<file path="src/fws_defines.svh">
`ifndef FWS_DEFINES_SVH
`define FWS_DEFINES_SVH

// ****************************************
// Widths
// ****************************************
`define FWS_AW 19
`define FWS_DW 16
`define FWS_PAW 12

// ****************************************
// Register map
// ****************************************
`define FWS_OFF_CTRL 12'h000
`define FWS_OFF_ADDR 12'h004
`define FWS_OFF_WDATA 12'h008
`define FWS_OFF_RDATA 12'h00c
`define FWS_OFF_STATUS 12'h010
`define FWS_CTRL_OP_HI 2
`define FWS_CTRL_START 3
`define FWS_CTRL_ABORT 4
`define FWS_ST_BUSY 0
`define FWS_ST_DONE 1
`define FWS_ST_FAIL 2
`define FWS_ST_READY 3
`define FWS_ST_TMO 4
`define FWS_ST_SECT 5

// ****************************************
// Status bits on the data lines
// ****************************************
`define FWS_DQ_POLL 7
`define FWS_DQ_TOGGLE 6
`define FWS_DQ_FAIL 5
`define FWS_DQ_SECTOR 2
`define FWS_CMD_RESET 16'h00f0
`define FWS_RESET_ADDR 19'h00000

// ****************************************
// Bus cycle timing
// ****************************************
`define FWS_CLK_NS 8
`define FWS_T_SU_NS 16
`define FWS_T_RD_NS 80
`define FWS_T_WP_NS 40
`define FWS_T_HLD_NS 24
`define FWS_CYC(ns) (((ns) + `FWS_CLK_NS - 1) / `FWS_CLK_NS)
`define FWS_SU_CYC 4'(`FWS_CYC(`FWS_T_SU_NS))
`define FWS_RD_CYC 4'(`FWS_CYC(`FWS_T_RD_NS))
`define FWS_WP_CYC 4'(`FWS_CYC(`FWS_T_WP_NS))
`define FWS_HLD_CYC 4'(`FWS_CYC(`FWS_T_HLD_NS))

`endif

</file>
<file path="src/fws_pkg.sv">
`include "fws_defines.svh"
package fws_pkg;
    // ****************************************
    // Types
    // ****************************************
    typedef enum logic [2:0] {
        OP_NOP, OP_WRITE, OP_READ, OP_DPOLL, OP_TPOLL, OP_RBWAIT
    } fws_op_e;

    typedef enum logic [1:0] {B_IDLE, B_SETUP, B_STROBE, B_HOLD} fws_bus_st_e;

    typedef enum logic [1:0] {S_IDLE, S_CYCLE, S_RESET, S_RBWAIT} fws_seq_st_e;

    typedef struct packed {
        logic ce_n;
        logic oe_n;
        logic we_n;
        logic [`FWS_AW-1:0] addr;
    } fws_pins_s;
endpackage

</file>
<file path="src/fws_bus_cycle.sv">
`timescale 1ns/1ps
`include "fws_defines.svh"
module fws_bus_cycle
    import fws_pkg::*;
(
    // Clock, reset, enable
    input wire logic ref_clk_in,
    input wire logic srst_in,
    input wire logic ce_in,
    // Request
    input wire logic req_in,
    input wire logic wr_in,
    input wire logic [`FWS_AW-1:0] addr_in,
    input wire logic [`FWS_DW-1:0] wdata_in,
    output logic [`FWS_DW-1:0] rdata_out,
    output logic done_out,
    // Flash pins
    input wire logic [`FWS_DW-1:0] dq_in,
    output fws_pins_s pins_out,
    output logic [`FWS_DW-1:0] dq_out,
    output logic dq_oe_out
);
    fws_bus_st_e st_q, st_d;
    logic [3:0] cnt_q, cnt_d;
    logic wr_q, wr_d;
    fws_pins_s pins_d;
    logic [`FWS_DW-1:0] dq_d, rdata_d;
    logic dq_oe_d, done_d;

    // ****************************************
    // Next state
    // ****************************************
    always_comb begin
        st_d = st_q;
        cnt_d = cnt_q - 4'h1;
        wr_d = wr_q;
        pins_d = pins_out;
        dq_d = dq_out;
        dq_oe_d = dq_oe_out;
        rdata_d = rdata_out;
        done_d = 1'b0;
        case (st_q)
            B_IDLE: begin
                cnt_d = cnt_q;
                if (req_in) begin
                    pins_d.ce_n = 1'b0;
                    pins_d.addr = addr_in;
                    dq_d = wdata_in;
                    dq_oe_d = wr_in;
                    wr_d = wr_in;
                    cnt_d = `FWS_SU_CYC;
                    st_d = B_SETUP;
                end
            end
            B_SETUP: begin
                if (cnt_q == 4'h1) begin
                    st_d = B_STROBE;
                    cnt_d = wr_q ? `FWS_WP_CYC : `FWS_RD_CYC;
                    pins_d.we_n = !wr_q;
                    pins_d.oe_n = wr_q;
                end
            end
            B_STROBE: begin
                if (cnt_q == 4'h1) begin
                    // Each read ends with a strobe rising, so the device sees a full cycle
                    if (!wr_q) begin
                        rdata_d = dq_in;
                    end
                    pins_d.we_n = 1'b1;
                    pins_d.oe_n = 1'b1;
                    cnt_d = `FWS_HLD_CYC;
                    st_d = B_HOLD;
                end
            end
            B_HOLD: begin
                if (cnt_q == 4'h1) begin
                    pins_d.ce_n = 1'b1;
                    dq_oe_d = 1'b0;
                    done_d = 1'b1;
                    st_d = B_IDLE;
                end
            end
            default: st_d = B_IDLE;
        endcase
    end

    // ****************************************
    // Registers
    // ****************************************
    always_ff @(posedge ref_clk_in) begin
        if (srst_in) begin
            st_q <= B_IDLE;
            cnt_q <= 4'h0;
            wr_q <= 1'b0;
            pins_out <= '{ce_n: 1'b1, oe_n: 1'b1, we_n: 1'b1, addr: '0};
            dq_out <= '0;
            dq_oe_out <= 1'b0;
            rdata_out <= '0;
            done_out <= 1'b0;
        end else if (ce_in) begin
            st_q <= st_d;
            cnt_q <= cnt_d;
            wr_q <= wr_d;
            pins_out <= pins_d;
            dq_out <= dq_d;
            dq_oe_out <= dq_oe_d;
            rdata_out <= rdata_d;
            done_out <= done_d;
        end
    end
endmodule // fws_bus_cycle

</file>
<file path="src/fws_status_host.sv">
// The register offsets and the APB interface to the registers are this design's own decisions.
`timescale 1ns/1ps
`include "fws_defines.svh"
module fws_status_host
    import fws_pkg::*;
(
    // Clock, reset, enable
    input wire logic ref_clk_in,
    input wire logic srst_in,
    input wire logic ce_in,
    // APB slave
    input wire logic psel_in,
    input wire logic penable_in,
    input wire logic pwrite_in,
    input wire logic [`FWS_PAW-1:0] paddr_in,
    input wire logic [31:0] pwdata_in,
    output logic [31:0] prdata_out,
    output logic pready_out,
    output logic pslverr_out,
    // Flash device
    input wire logic [`FWS_DW-1:0] dq_in,
    input wire logic ready_busy_n_in,
    output fws_pins_s pins_out,
    output logic [`FWS_DW-1:0] dq_out,
    output logic dq_oe_out
);
    // ****************************************
    // Helpers
    // ****************************************
    function automatic logic reg_hit(input logic [`FWS_PAW-1:0] a);
        reg_hit = (a == `FWS_OFF_CTRL) || (a == `FWS_OFF_ADDR) || (a == `FWS_OFF_WDATA) ||
                  (a == `FWS_OFF_RDATA) || (a == `FWS_OFF_STATUS);
    endfunction

    function automatic logic flip(input logic [`FWS_DW-1:0] a, input logic [`FWS_DW-1:0] b,
                                  input int idx);
        flip = a[idx] ^ b[idx];
    endfunction

    // ****************************************
    // State
    // ****************************************
    logic pready_d, pslverr_d;
    logic [31:0] prdata_d;
    logic [`FWS_AW-1:0] addr_q, addr_d;
    logic [`FWS_DW-1:0] wdata_q, wdata_d;
    fws_seq_st_e st_q, st_d;
    fws_op_e op_q, op_d;
    logic [2:0] step_q, step_d;
    logic [`FWS_DW-1:0] prev_q, prev_d, rdata_q, rdata_d;
    logic issue_q, issue_d, iss_wr_q, iss_wr_d;
    logic done_q, done_d, fail_q, fail_d, tmo_q, tmo_d;
    logic sect_q, sect_d, abort_q, abort_d, rb_q;
    logic wr_acc, start, abort_req, bus_done, exp7;
    logic [`FWS_DW-1:0] r;
    logic [31:0] stat_w;
    fws_op_e new_op;

    assign wr_acc = psel_in && penable_in && pwrite_in && pready_out && reg_hit(paddr_in);
    assign start = wr_acc && (paddr_in == `FWS_OFF_CTRL) && pwdata_in[`FWS_CTRL_START];
    assign abort_req = wr_acc && (paddr_in == `FWS_OFF_CTRL) && pwdata_in[`FWS_CTRL_ABORT];
    assign new_op = fws_op_e'(pwdata_in[`FWS_CTRL_OP_HI:0]);
    // Software loads bit 7 of WDATA: program data for a program, 1 for an erase
    assign exp7 = wdata_q[`FWS_DQ_POLL];

    always_comb begin
        stat_w = 32'h0;
        stat_w[`FWS_ST_BUSY] = (st_q != S_IDLE);
        stat_w[`FWS_ST_DONE] = done_q;
        stat_w[`FWS_ST_FAIL] = fail_q;
        stat_w[`FWS_ST_READY] = rb_q;
        stat_w[`FWS_ST_TMO] = tmo_q;
        stat_w[`FWS_ST_SECT] = sect_q;
    end

    // ****************************************
    // APB slave
    // ****************************************
    // Reply is prepared in the setup cycle so the outputs stay flop-driven;
    // status read therefore reflects the setup cycle.
    always_comb begin
        pready_d = 1'b0;
        pslverr_d = 1'b0;
        prdata_d = 32'h0;
        addr_d = addr_q;
        wdata_d = wdata_q;
        if (psel_in && !penable_in) begin
            pready_d = 1'b1;
            pslverr_d = !reg_hit(paddr_in);
            if (!pwrite_in) begin
                case (paddr_in)
                    `FWS_OFF_CTRL: prdata_d = {29'h0, op_q};
                    `FWS_OFF_ADDR: prdata_d = {13'h0, addr_q};
                    `FWS_OFF_WDATA: prdata_d = {16'h0, wdata_q};
                    `FWS_OFF_RDATA: prdata_d = {16'h0, rdata_q};
                    `FWS_OFF_STATUS: prdata_d = stat_w;
                    default: prdata_d = 32'h0;
                endcase
            end
        end
        if (wr_acc && paddr_in == `FWS_OFF_ADDR) begin
            addr_d = pwdata_in[`FWS_AW-1:0];
        end
        if (wr_acc && paddr_in == `FWS_OFF_WDATA) begin
            wdata_d = pwdata_in[`FWS_DW-1:0];
        end
    end

    always_ff @(posedge ref_clk_in) begin
        if (srst_in) begin
            pready_out <= 1'b0;
            pslverr_out <= 1'b0;
            prdata_out <= 32'h0;
            addr_q <= '0;
            wdata_q <= '0;
        end else if (ce_in) begin
            pready_out <= pready_d;
            pslverr_out <= pslverr_d;
            prdata_out <= prdata_d;
            addr_q <= addr_d;
            wdata_q <= wdata_d;
        end
    end

    // ****************************************
    // Status sequencer
    // ****************************************
    always_comb begin
        st_d = st_q;
        op_d = op_q;
        step_d = step_q;
        prev_d = prev_q;
        rdata_d = rdata_q;
        issue_d = 1'b0;
        iss_wr_d = iss_wr_q;
        done_d = done_q;
        fail_d = fail_q;
        tmo_d = tmo_q;
        sect_d = sect_q;
        abort_d = abort_q || abort_req;
        case (st_q)
            S_IDLE: begin
                if (start) begin
                    op_d = new_op;
                    step_d = 3'h0;
                    done_d = 1'b0;
                    fail_d = 1'b0;
                    tmo_d = 1'b0;
                    sect_d = 1'b0;
                    // Set wins: an abort in the same write as start still stops the poll
                    abort_d = abort_req;
                    case (new_op)
                        OP_WRITE, OP_READ, OP_DPOLL, OP_TPOLL: begin
                            issue_d = 1'b1;
                            iss_wr_d = (new_op == OP_WRITE);
                            st_d = S_CYCLE;
                        end
                        OP_RBWAIT: st_d = S_RBWAIT;
                        default: done_d = 1'b1;
                    endcase
                end
            end
            S_RBWAIT: begin
                // Line is open drain and may be shared; high means all ready
                if (rb_q) begin
                    done_d = 1'b1;
                    st_d = S_IDLE;
                end else if (abort_q) begin
                    st_d = S_IDLE;
                end
            end
            S_RESET: begin
                if (bus_done) begin
                    done_d = 1'b1;
                    st_d = S_IDLE;
                end
            end
            S_CYCLE: begin
                if (bus_done) begin
                    iss_wr_d = 1'b0;
                    issue_d = 1'b1;
                    case (op_q)
                        OP_DPOLL: begin
                            case (step_q)
                                3'h0: begin
                                    if (r[`FWS_DQ_POLL] == exp7) begin
                                        step_d = 3'h2;
                                    end else if (r[`FWS_DQ_FAIL]) begin
                                        tmo_d = 1'b1;
                                        step_d = 3'h1;
                                    end
                                end
                                3'h1: begin
                                    if (r[`FWS_DQ_POLL] == exp7) begin
                                        step_d = 3'h2;
                                    end else begin
                                        fail_d = 1'b1;
                                    end
                                end
                                default: begin
                                    rdata_d = r;
                                    done_d = 1'b1;
                                    issue_d = 1'b0;
                                    st_d = S_IDLE;
                                end
                            endcase
                        end
                        OP_TPOLL: begin
                            prev_d = r;
                            case (step_q)
                                3'h0: step_d = 3'h1;
                                3'h1: begin
                                    sect_d = sect_q || flip(r, prev_q, `FWS_DQ_SECTOR);
                                    if (!flip(r, prev_q, `FWS_DQ_TOGGLE)) begin
                                        step_d = 3'h4;
                                    end else if (r[`FWS_DQ_FAIL]) begin
                                        tmo_d = 1'b1;
                                        step_d = 3'h2;
                                    end else begin
                                        step_d = 3'h0;
                                    end
                                end
                                3'h2: begin
                                    if (!flip(r, prev_q, `FWS_DQ_TOGGLE)) begin
                                        step_d = 3'h4;
                                    end else begin
                                        fail_d = 1'b1;
                                    end
                                end
                                default: begin
                                    rdata_d = r;
                                    done_d = 1'b1;
                                    issue_d = 1'b0;
                                    st_d = S_IDLE;
                                end
                            endcase
                        end
                        default: begin
                            if (op_q == OP_READ) begin
                                rdata_d = r;
                            end
                            done_d = 1'b1;
                            issue_d = 1'b0;
                            st_d = S_IDLE;
                        end
                    endcase
                    if (fail_d && !fail_q) begin
                        iss_wr_d = 1'b1;
                        st_d = S_RESET;
                    end else if (abort_q && st_d == S_CYCLE) begin
                        // Abandoned poll restarts from the first step next time
                        issue_d = 1'b0;
                        st_d = S_IDLE;
                    end
                end
            end
            default: st_d = S_IDLE;
        endcase
    end

    always_ff @(posedge ref_clk_in) begin
        if (srst_in) begin
            st_q <= S_IDLE;
            op_q <= OP_NOP;
            step_q <= 3'h0;
            prev_q <= '0;
            rdata_q <= '0;
            issue_q <= 1'b0;
            iss_wr_q <= 1'b0;
            done_q <= 1'b0;
            fail_q <= 1'b0;
            tmo_q <= 1'b0;
            sect_q <= 1'b0;
            abort_q <= 1'b0;
            rb_q <= 1'b0;
        end else if (ce_in) begin
            st_q <= st_d;
            op_q <= op_d;
            step_q <= step_d;
            prev_q <= prev_d;
            rdata_q <= rdata_d;
            issue_q <= issue_d;
            iss_wr_q <= iss_wr_d;
            done_q <= done_d;
            fail_q <= fail_d;
            tmo_q <= tmo_d;
            sect_q <= sect_d;
            abort_q <= abort_d;
            rb_q <= ready_busy_n_in;
        end
    end

    // ****************************************
    // Flash bus cycles
    // ****************************************
    fws_bus_cycle u_cycle (
        .ref_clk_in(ref_clk_in),
        .srst_in(srst_in),
        .ce_in(ce_in),
        .req_in(issue_q),
        .wr_in(iss_wr_q),
        .addr_in(st_q == S_RESET ? `FWS_RESET_ADDR : addr_q),
        .wdata_in(st_q == S_RESET ? `FWS_CMD_RESET : wdata_q),
        .rdata_out(r),
        .done_out(bus_done),
        .dq_in(dq_in),
        .pins_out(pins_out),
        .dq_out(dq_out),
        .dq_oe_out(dq_oe_out)
    );
endmodule // fws_status_host
</file>
<file path="config.mk">
export PLATFORM = sky130hd
export DESIGN_NAME = fws_status_host
export DESIGN_NICKNAME = d
export VERILOG_FILES = /design/src/fws_pkg.sv /design/src/fws_bus_cycle.sv /design/src/fws_status_host.sv
export VERILOG_INCLUDE_DIRS = /design/src /design/src/src
export SDC_FILE = /design/constraint.sdc
export NUM_CORES = 1
export LEC_CHECK = 0
export ABC_CLOCK_PERIOD_IN_PS = 2200
export BUFFER_PORTS_ARGS = -buffer_cell sky130_fd_sc_hd__buf_2
export CAP_MARGIN = 20
export CORE_ASPECT_RATIO = 1.4
export CORE_UTILIZATION = 44
export DETAILED_ROUTE_END_ITERATION = 8
export PLACE_DENSITY = 0.64
export SETUP_SLACK_MARGIN = 0.15
export SKIP_CTS_REPAIR_TIMING = 1
export SYNTH_ARGS = -nofsm -noshare
export SYNTH_HDL_FRONTEND = slang
export SYNTH_HIERARCHICAL = 1
export SYNTH_SLANG_ARGS = --single-unit
</file>
<file path="constraint.sdc">
create_clock -name ref_clk_in -period 2.2 [get_ports ref_clk_in]
set_input_delay 0.22 -clock ref_clk_in [delete_from_list [all_inputs] [get_ports ref_clk_in]]
set_output_delay 0.22 -clock ref_clk_in [all_outputs]
set_load 0.005 [all_outputs]
</file>
==> results of run 1 <==
synth_stat cells (4+ instances only):
cell,count,area share
dfxtp_1,153,0.44
clkbuf_1,40,0.021
nand3b_1,4,0.0043
mux2i_1,51,0.073
and3_1,4,0.0036
or3_1,6,0.0054
buf_2,9,0.0064
nand4_1,4,0.0036
nand2_1,158,0.085
nor3_1,15,0.011
buf_4,13,0.014
o22ai_1,6,0.0054
o2bb2ai_1,10,0.012
a211oi_1,4,0.0043
nand3_1,11,0.0078
a21oi_1,88,0.063
mux2_2,12,0.019
o21ai_0,16,0.011
nor2_1,63,0.034
a22oi_1,14,0.015
inv_1,15,0.0080
nor4_1,4,0.0036
nor2b_1,5,0.0045
nand2b_1,13,0.012
ha_1,7,0.012
and2_1,42,0.037
a31oi_1,5,0.0045
state kept, by name, indices dropped and copies added, names as in the netlist, 2 cells and up:
name and count:
u_cycle/dq_out 16, st_q 2, step_q 3, wdata_q 16
prev_q 2, u_cycle/cnt_q 4, u_cycle/st_q 2, prdata_out 19
u_cycle/pins_out 22, op_q 3, rdata_q 16, u_cycle/rdata_out 16
addr_q 19
through the flow:
stage | cells | power, mW | util | setup slack, ns | hold slack, ns
3_5_place_dp | 1114 | 3.03 | 0.497 | 0.0643 | 0.440
6_report | 1148 | 6.19 | 0.543 | 0.214 | 0.0325
5_1_grt | 1148 | 6.38 | 0.543 | 0.127 | 0.0257
4_1_cts | 1144 | 6.25 | 0.539 | 0.0960 | 0.0256
3_3_place_gp | 1114 | 3.03 | 0.497 | 0.139 | 0.434
2_1_floorplan | 846 | 2.95 | - | 0.237 | 0.356
worst register-to-register path, delay by kind of cell, from the launching register on:
family,cells,cell delay (ns)
AO/OA/AOI/OAI,2,0.49
flip-flops,1,0.34
multiplexers,1,0.37
AND/OR/NAND/NOR,2,0.72
routing by layer:
layer | track usage | wire length [um] | part of all wire
met5 | 0 | 0 | 0
met4 | 0.103 | 496 | 0.027
met3 | 0.0443 | 795 | 0.043
met2 | 0.417 | 9800 | 0.53
met1 | 0.266 | 7440 | 0.40
path summary, 6_finish.rpt:
| kind | to | slack, ns | depth (start not counted) |
|---|---|---|---|
| max | done_q | 0.21 | 5 |
| min | addr_q[18] | 0.03 | 3 |
| max reg2reg | done_q | 0.21 | 5 |
| min reg2reg | u_cycle/pins_out[17] | 0.45 | 2 |
logic make-up (layout without fill, tap and decap cells):
group	count (synthesis)	after routing	synth area share
other cells	1	13	0.000535
flops	153	153	0.437
fa+ha+maj	7	7	0.0125
mux	65	65	0.0985
simple gates	347	347	0.234
compound gates	175	175	0.159
xor+xnor	3	3	0.00375
buf+inv	83	189	0.0551
final cells by class:
class                      count  area share
multi-input combinational    610       0.428
sequential                   153       0.362
timing repair buffer         143      0.0966
clock buffer                  20      0.0551
tap                          196      0.0289
clock inverter                10      0.0224
inverter                      16     0.00709
power by group through the flow:
stage / registers (mW) / clock network [mW] / logic [mW]
2_1_floorplan: 2.84 / 0 / 0.115
3_3_place_gp: 2.84 / 0 / 0.193
3_5_place_dp: 2.84 / 0 / 0.192
4_1_cts: 2.77 / 3.28 / 0.193
5_1_grt: 2.77 / 3.39 / 0.217
6_report: 2.78 / 3.22 / 0.195
==> results by group, run 1 <==
Timing
  – Final min period: approximately 2 ns
  – FMAX: around 500 MHz
  – Slew @ Worst Pin: roughly 0.64 ns
  – Clk_skew: 0.0101 ns
  – Pins Over Slew Limit: 0
  – Relative slew slack: 0.573
  – RSZ-0062 raised after global routing: true
  – Final hold vios: 0
  – Setup TNS: 0 ns
  – Setup-failing EPs final: 0
  – Final period util: 0.903

Cells and area
  – Register cell area after layout: roughly 3100 um2
  – Diode count: 0
  – Most common cell after layout, fill and taps aside: nand2_1
  – Fillers: approximately 1500
  – Layout cells sized above 1: 0.212
  – Syn-to-layout area delta: 20.8%
  – Multi-input logic area: about 3600 um2
  – Nets: roughly 1000
  – Post-route design area: between 8000 and 9000 um2
  – Most frequent cells in the layout: nand2_1, dfxtp_1, buf_2

Routing
  – Initial DRT Pass Iterations: 5
  – DR vias: between 6000 and 7000
  – Via/cell ratio: ~5.3
  – Post-route ant nets: 0
  – DRC errors left: 0
  – WL/cell: about 16 um
  – First DRT Iteration DRCs: 276
  – Total Wirelength: ~19000 um

Global routing
  – GR Overflow Total: 0
  – Initial antenna violation count: 0
  – Largest net degree at the start of global routing: between 40 and 50
  – Total GRT Usage: 0.233
  – First-pass GRT wire length: between 20000 and 30000 um
  – Vias in the first global route: between 5000 and 6000

Synth
  – Post-synthesis sequential area ratio: 0.437
  – Async set-reset flop share out of synthesis: 0
  – Number of synthesized flops with an enable pin: 0
  – Syn_area_per_cell: roughly 8.4 um2
  – Ys flop type: dfxtp_1
  – Synth Register Bits: ~150
  – Post-Syn Area: between 7000 and 8000 um2
  – Gate Count Post-Synth: roughly 830
  – Yosys cell types: between 60 and 70
  – Ys Warns: 6

Hold path
  – Hold path startpoint: pwdata_in[18]
  – Worst Hold Class: primary input to flop

Flow run
  – Max-cap viol count: 0

Worst setup path
  – Reg2reg start: pready_out
  – Buf/Inv on CP: 0
  – Crit Path Category: flop to flop
  – CP startpoint: pready_out
  – Crit-path slowest cell: or4b_4
  – Worst-path cell chain: nand4_1, or4b_4, o31ai_2, mux2_2, a311oi_1
  – Max FO, Critical Path: 3
  – Worst Path Arrival: roughly 2.3 ns
  – Crit end category: flop
  – Slowest stage delay, CP: around 0.6 ns
  – Crit path required time: approximately 2.5 ns
  – CP delay by family, top: simple AND/OR/NAND/NOR gates
  – Crit path launch type: flop

Place
  – I/O Buffers: about 110
  – DP HPWL: 13300 um
  – Post-Place Cell Area: between 7000 and 8000 um2
  – Gpl congestion: just over 0.8

Power and ir drop
  – Clock share of power: 0.520
  – PwrDens: ~730 nW/um2
  – Power share of the combinational group: 0.032
  – Power Internal: 4.94 mW
  – P_sw: about 1.3 mW
  – Reg power frac: 0.448
  – Leak: 3.60 nW
  – Worst IR Drop VDD: approximately 480 uV
  – Sw Share: 0.202

Clocking
  – Clock transition at the registers of the reported paths: approximately 0.060 ns
  – Clock Tree Buf Depth: 2
  – H-tree levels: 4
  – CTS tree: done
  – Total CTS buffers: 17
  – Clk_lat worst skew: between 0.4 and 0.5 ns
  – Clock root cell: clkbuf_16
  – Clock sink total: 153

Floorplanning
  – Die area: 16500 um2
  – Core box area: 15600 um2
  – Initial core utilization: 0.449
  – Die X: approximately 110 um
  – # rows: 54
  – IO Count: 140
  – Die height: approximately 150 um

Outcome
  – Status: complete, no violations
No activity file was read; power rests on OpenSTA's default activity.
==> run 2, diff against run 1 <==
- ABC_CLOCK_PERIOD_IN_PS: 2200 -> 1800
- BUFFER_PORTS_ARGS: -buffer_cell sky130_fd_sc_hd__buf_2 -> -buffer_cell sky130_fd_sc_hd__clkbuf_2
- PLACE_DENSITY: 0.64 -> 0.67
- RECOVER_POWER: default -> 100
- clock period: 2.2 -> 1.8 ns (I/O delays scaled with it)
==> results by group, run 2 (synthesis gave the netlist of run 1 again) <==
Power and ir drop
  – Leak: around 3.7 nW
  – Total power: ~7.6 mW
  – Worst IR Drop VDD: roughly 500 uV
  – PwrDens: between 800 and 900 nW/um2

Routing
  – Post-route ant nets: 0
  – WL/cell: 16.9 um
  – First DRT Iteration DRCs: between 300 and 400
  – DR vias: between 6000 and 7000
  – Total Wirelength: 20200 um
  – DRC errors left: 0
  – Via/cell ratio: around 5.4
  – Initial DRT Pass Iterations: 5

Clocking
  – CTS tree: done
  – H-tree levels: 4
  – Clk_lat worst skew: between 0.4 and 0.5 ns
  – Total CTS buffers: 17
  – Clock Tree Buf Depth: 2
  – Clock transition at the registers of the reported paths: 0.06 ns
  – Clock root cell: clkbuf_16
  – Clock sink total: around 150

Timing
  – Pins Over Slew Limit: 0
  – Final min period: between 1.5 and 2 ns
  – RSZ-0062 raised after global routing: true
  – FMAX: 547 MHz
  – Clk_skew: 0.00780 ns
  – Min Hold Slack: -0.0224 ns
  – Setup-failing EPs final: 19
  – Setup ws final: -0.0295 ns
  – Final hold vios: 4
  – Final period util: 1.02

Cells and area
  – Biggest register: u_cycle/pins_out
  – Syn-to-layout area delta: 31.7%
  – Most common cell after layout, fill and taps aside: dfxtp_1
  – Diode count: 0
  – Max reg flops: 22
  – Nets: 1065
  – Top Registers: u_cycle/pins_out x22, addr_q x19, prdata_out x19
  – Most frequent cells in the layout: dfxtp_1, nand2_1, clkbuf_2
  – Layout cells sized above 1: 0.250

Global routing
  – Initial antenna violation count: 0
  – GR Overflow Total: 0
  – Vias in the first global route: between 5000 and 6000
  – First-pass GRT wire length: slightly below 30000 um
  – Total GRT Usage: 0.240
  – Largest net degree at the start of global routing: 54

Worst setup path
  – Max FO, Critical Path: 8
  – Crit end category: flop
  – Crit path required time: 2.11 ns
  – Worst-path cell chain: inv_1, ha_1, or3b_4, or3_4, clkbuf_16, nand2_2, a21oi_2
  – Crit-path slowest cell: or3b_4
  – Crit path launch type: flop
  – Worst Path Arrival: between 2 and 2.5 ns
  – Crit Path Category: flop to flop
  – Slowest stage delay, CP: approximately 0.43 ns

Outcome
  – Failing checks: hold timing, setup timing
  – Status: finished with violations

Floorplanning
  – # rows: 54
  – Die area: around 16000 um2
  – Die X: approximately 110 um
  – IO Count: 140
  – Core box area: about 16000 um2
  – Die height: 151 um
  – Initial core utilization: 0.449

Hold path
  – Worst Hold Class: primary input to flop

Flow run
  – Max-cap viol count: 0

Place
  – DP HPWL: approximately 14000 um
  – Pre-CTS WS: -0.213 ns
  – Gpl congestion: roughly 0.86
  – I/O Buffers: 113
## run 2: changes by cell type in the layout (fill, tap and decap cells not counted), sizes merged
| cell | change |
|---|---|
| clkbuf | +119 |
| buf | -82 |
| dlygate4sd3 | +12 |
| clkinv | +4 |
| clkinvlp | -1 |
| inv | -1 |
## run 2: layout make-up
class | count | area, um2
fillers | 1406 | 6370
repair buffers | 193 | 1270
well taps | 196 | 245
flip-flops and latches | 153 | 3080
clock inverters | 12 | 198
multi-input cells | 610 | 3940
clock buffers | 19 | 443
inverters | 16 | 60.1
## run 2: worst paths after layout
path / from / to / slack, ns / cells after the start
worst min-delay path: pwdata_in[17] / addr_q[17] / -0.02 / 3
worst max-delay path: u_cycle/cnt_q[1] / u_cycle/rdata_out[10] / -0.03 / 7
worst max register to register: u_cycle/cnt_q[1] / u_cycle/rdata_out[10] / -0.03 / 7
worst min register to register: u_cycle/pins_out[3] / u_cycle/pins_out[3] / 0.46 / 2
## run 2: metal layers
layer | share of wire | up-vias | track usage | routed length (um)
li1 | - | 3169 | - | -
met1 | 0.40 | 3086 | 0.260 | 8000
met2 | 0.53 | 210 | 0.438 | 10700
met3 | 0.046 | 41 | 0.0568 | 929
met4 | 0.028 | 0 | 0.106 | 575
met5 | 0 | - | 0 | 0
## run 2: where the power goes
| group | switching [mW] | internal (mW) | leakage [nW] |
|---|---|---|---|
| registers | 0.00295 | 3.39 | 1.24 |
| clock network | 1.43 | 2.49 | 0.309 |
| logic | 0.174 | 0.105 | 2.16 |
| total | 1.61 | 5.98 | 3.71 |
## run 2: per-stage QoR
step	setup TNS [ns]	cells	hold WS, ns	instance area (um2)	utilization
after floorplan	-0.0533	846	0.313	7140	-
final	-0.292	1199	-0.0224	9240	0.592
after global routing	-1.95	1199	0.000498	9240	0.592
after detailed placement	-1.01	1142	0.412	8090	0.518
after global placement	-0.469	1142	0.411	8090	0.518
after CTS	-1.22	1173	-0.0387	8730	0.559
## run 2: critical path: cells and delay by family (launching register included)
family | cells | cell delay [ns]
AOI/OAI and AO/OA | 1 | 0.04
buffers and inverters | 2 | 0.27
adders and majority gates | 1 | 0.17
DFF | 1 | 0.32
and+or+nand+nor | 3 | 0.91
==> run 3, diff against run 2 <==
- PLACE_DENSITY: 0.67 -> 0.78
==> results by group, run 3 (synthesis gave the netlist of run 1 again) <==
Floorplanning
  – Die height: 151 um
  – Core box area: approximately 16000 um2
  – # rows: 54
  – IO Count: between 100 and 150
  – Die X: about 110 um
  – Initial core utilization: 0.449
  – Die area: between 15000 and 20000 um2

Clocking
  – H-tree levels: 4
  – Clk_lat worst skew: between 0.4 and 0.5 ns
  – Clock Tree Buf Depth: 2
  – Total CTS buffers: 17
  – Clock root cell: clkbuf_16
  – CTS tree: done
  – Clock sink total: ~150
  – Clock transition at the registers of the reported paths: roughly 0.060 ns

Place
  – I/O Buffers: 113
  – Placed Cells: 1136
  – Gpl congestion: around 0.87
  – DP HPWL: about 14000 um

Outcome
  – Failing checks: hold timing, setup timing
  – Status: finished with violations

Timing
  – FMAX: 517 MHz
  – Final min period: between 1.5 and 2 ns
  – RSZ-0062 raised after global routing: true
  – Final period util: 1.08
  – Min Hold Slack: -0.0151 ns
  – Setup ws final: -0.136 ns
  – Setup TNS: -0.323 ns
  – Pins Over Slew Limit: 0
  – Clk_skew: a little under 0.009 ns
  – Setup-failing EPs final: 4
  – Final hold vios: 5

Global routing
  – Total GRT Usage: 0.234
  – Vias in the first global route: between 6000 and 7000
  – First-pass GRT wire length: roughly 30000 um
  – GR Overflow Total: 0
  – Largest net degree at the start of global routing: 74
  – Initial antenna violation count: 0

Routing
  – DRC errors left: 0
  – DR vias: roughly 6400
  – Via/cell ratio: between 5 and 6
  – Total Wirelength: slightly below 20000 um
  – First DRT Iteration DRCs: 392
  – Post-route ant nets: 0
  – Initial DRT Pass Iterations: 4
  – WL/cell: roughly 17 um

Worst setup path
  – Crit end category: flop
  – Max FO, Critical Path: 5
  – Crit path launch type: flop
  – Crit path required time: between 2 and 2.5 ns
  – Worst Path Arrival: 2.26 ns
  – Crit Path Category: flop to flop

Flow run
  – Max-cap viol count: 0

Cells and area
  – Layout cells sized above 1: 0.233
  – Nets: between 1000 and 1500
  – Syn-to-layout area delta: 27.0%
  – Diode count: 0
  – Most common cell after layout, fill and taps aside: dfxtp_1
  – Final std cells w/o fill: ~1200
  – Most frequent cells in the layout: dfxtp_1, nand2_1, a21oi_1
  – Max reg flops: 22
  – Biggest register: u_cycle/pins_out
  – Top Registers: u_cycle/pins_out x22, addr_q x19, prdata_out x19

Hold path
  – Worst Hold Class: primary input to flop

Power and ir drop
  – Total power: about 7 mW
  – Leak: about 3.6 nW
  – PwrDens: 782 nW/um2
  – Worst IR Drop VDD: around 430 uV
run 3: cell count changes in the layout (fill, tap and decap cells not counted), sizes merged:
cell         before  now
buf              61   52
bufinv            5    0
clkbuf          139  133
clkinv            4    6
clkinvlp          2    4
dlygate4sd3      12    2
inv              17   18
run 3: stage by stage:
step	worst slack (ns)	utilization	area, um2
final	-0.136	0.571	8910
after global routing	-0.201	0.571	8910
after CTS	-0.163	0.551	8600
after detailed placement	-0.164	0.515	8040
after global placement	-0.118	0.515	8040
after floorplan	-0.0533	-	7140
run 3: power breakdown:
part	total (mW)	internal (mW)	switching, mW
clock	3.32	1.85	1.46
combinational	0.263	0.0919	0.171
sequential	3.39	3.39	0.00328
total	6.97	5.33	1.64
run 3: final timing paths:
check / start / end / slack [ns] / depth (start not counted)
worst min-delay path: pwdata_in[16] / addr_q[16] / -0.02 / 3
worst max-delay path: pready_out / st_q[1] / -0.14 / 6
worst max register to register: pready_out / st_q[1] / -0.14 / 6
worst min register to register: u_cycle/pins_out[4] / u_cycle/pins_out[4] / 0.45 / 2
run 3: critical path, cell delays in order, from the launching register on:
cell and delay [ns]:
dfxtp_2 0.33, nand4_1 0.12, or4b_4 0.58, buf_6 0.16
o41ai_4 0.27, a311oi_1 0.15, a31o_2 0.23
run 3: area by class of cell:
class                   count  area, um2
fillers                  1418       6700
multi-input cells         610       3920
flip-flops and latches    153       3080
repair buffers            167       1050
clock buffers              20        457
well taps                 196        245
clock inverters            12       95.1
inverters                  16       60.1
run 3: metal layers:
metal  share of wire  track usage  up-vias
met4           0.028       0.0885        0
met1            0.39        0.261     3052
met2            0.53        0.437      218
met3           0.046       0.0392       35
li1                -            -     3111
met5               0            0        -
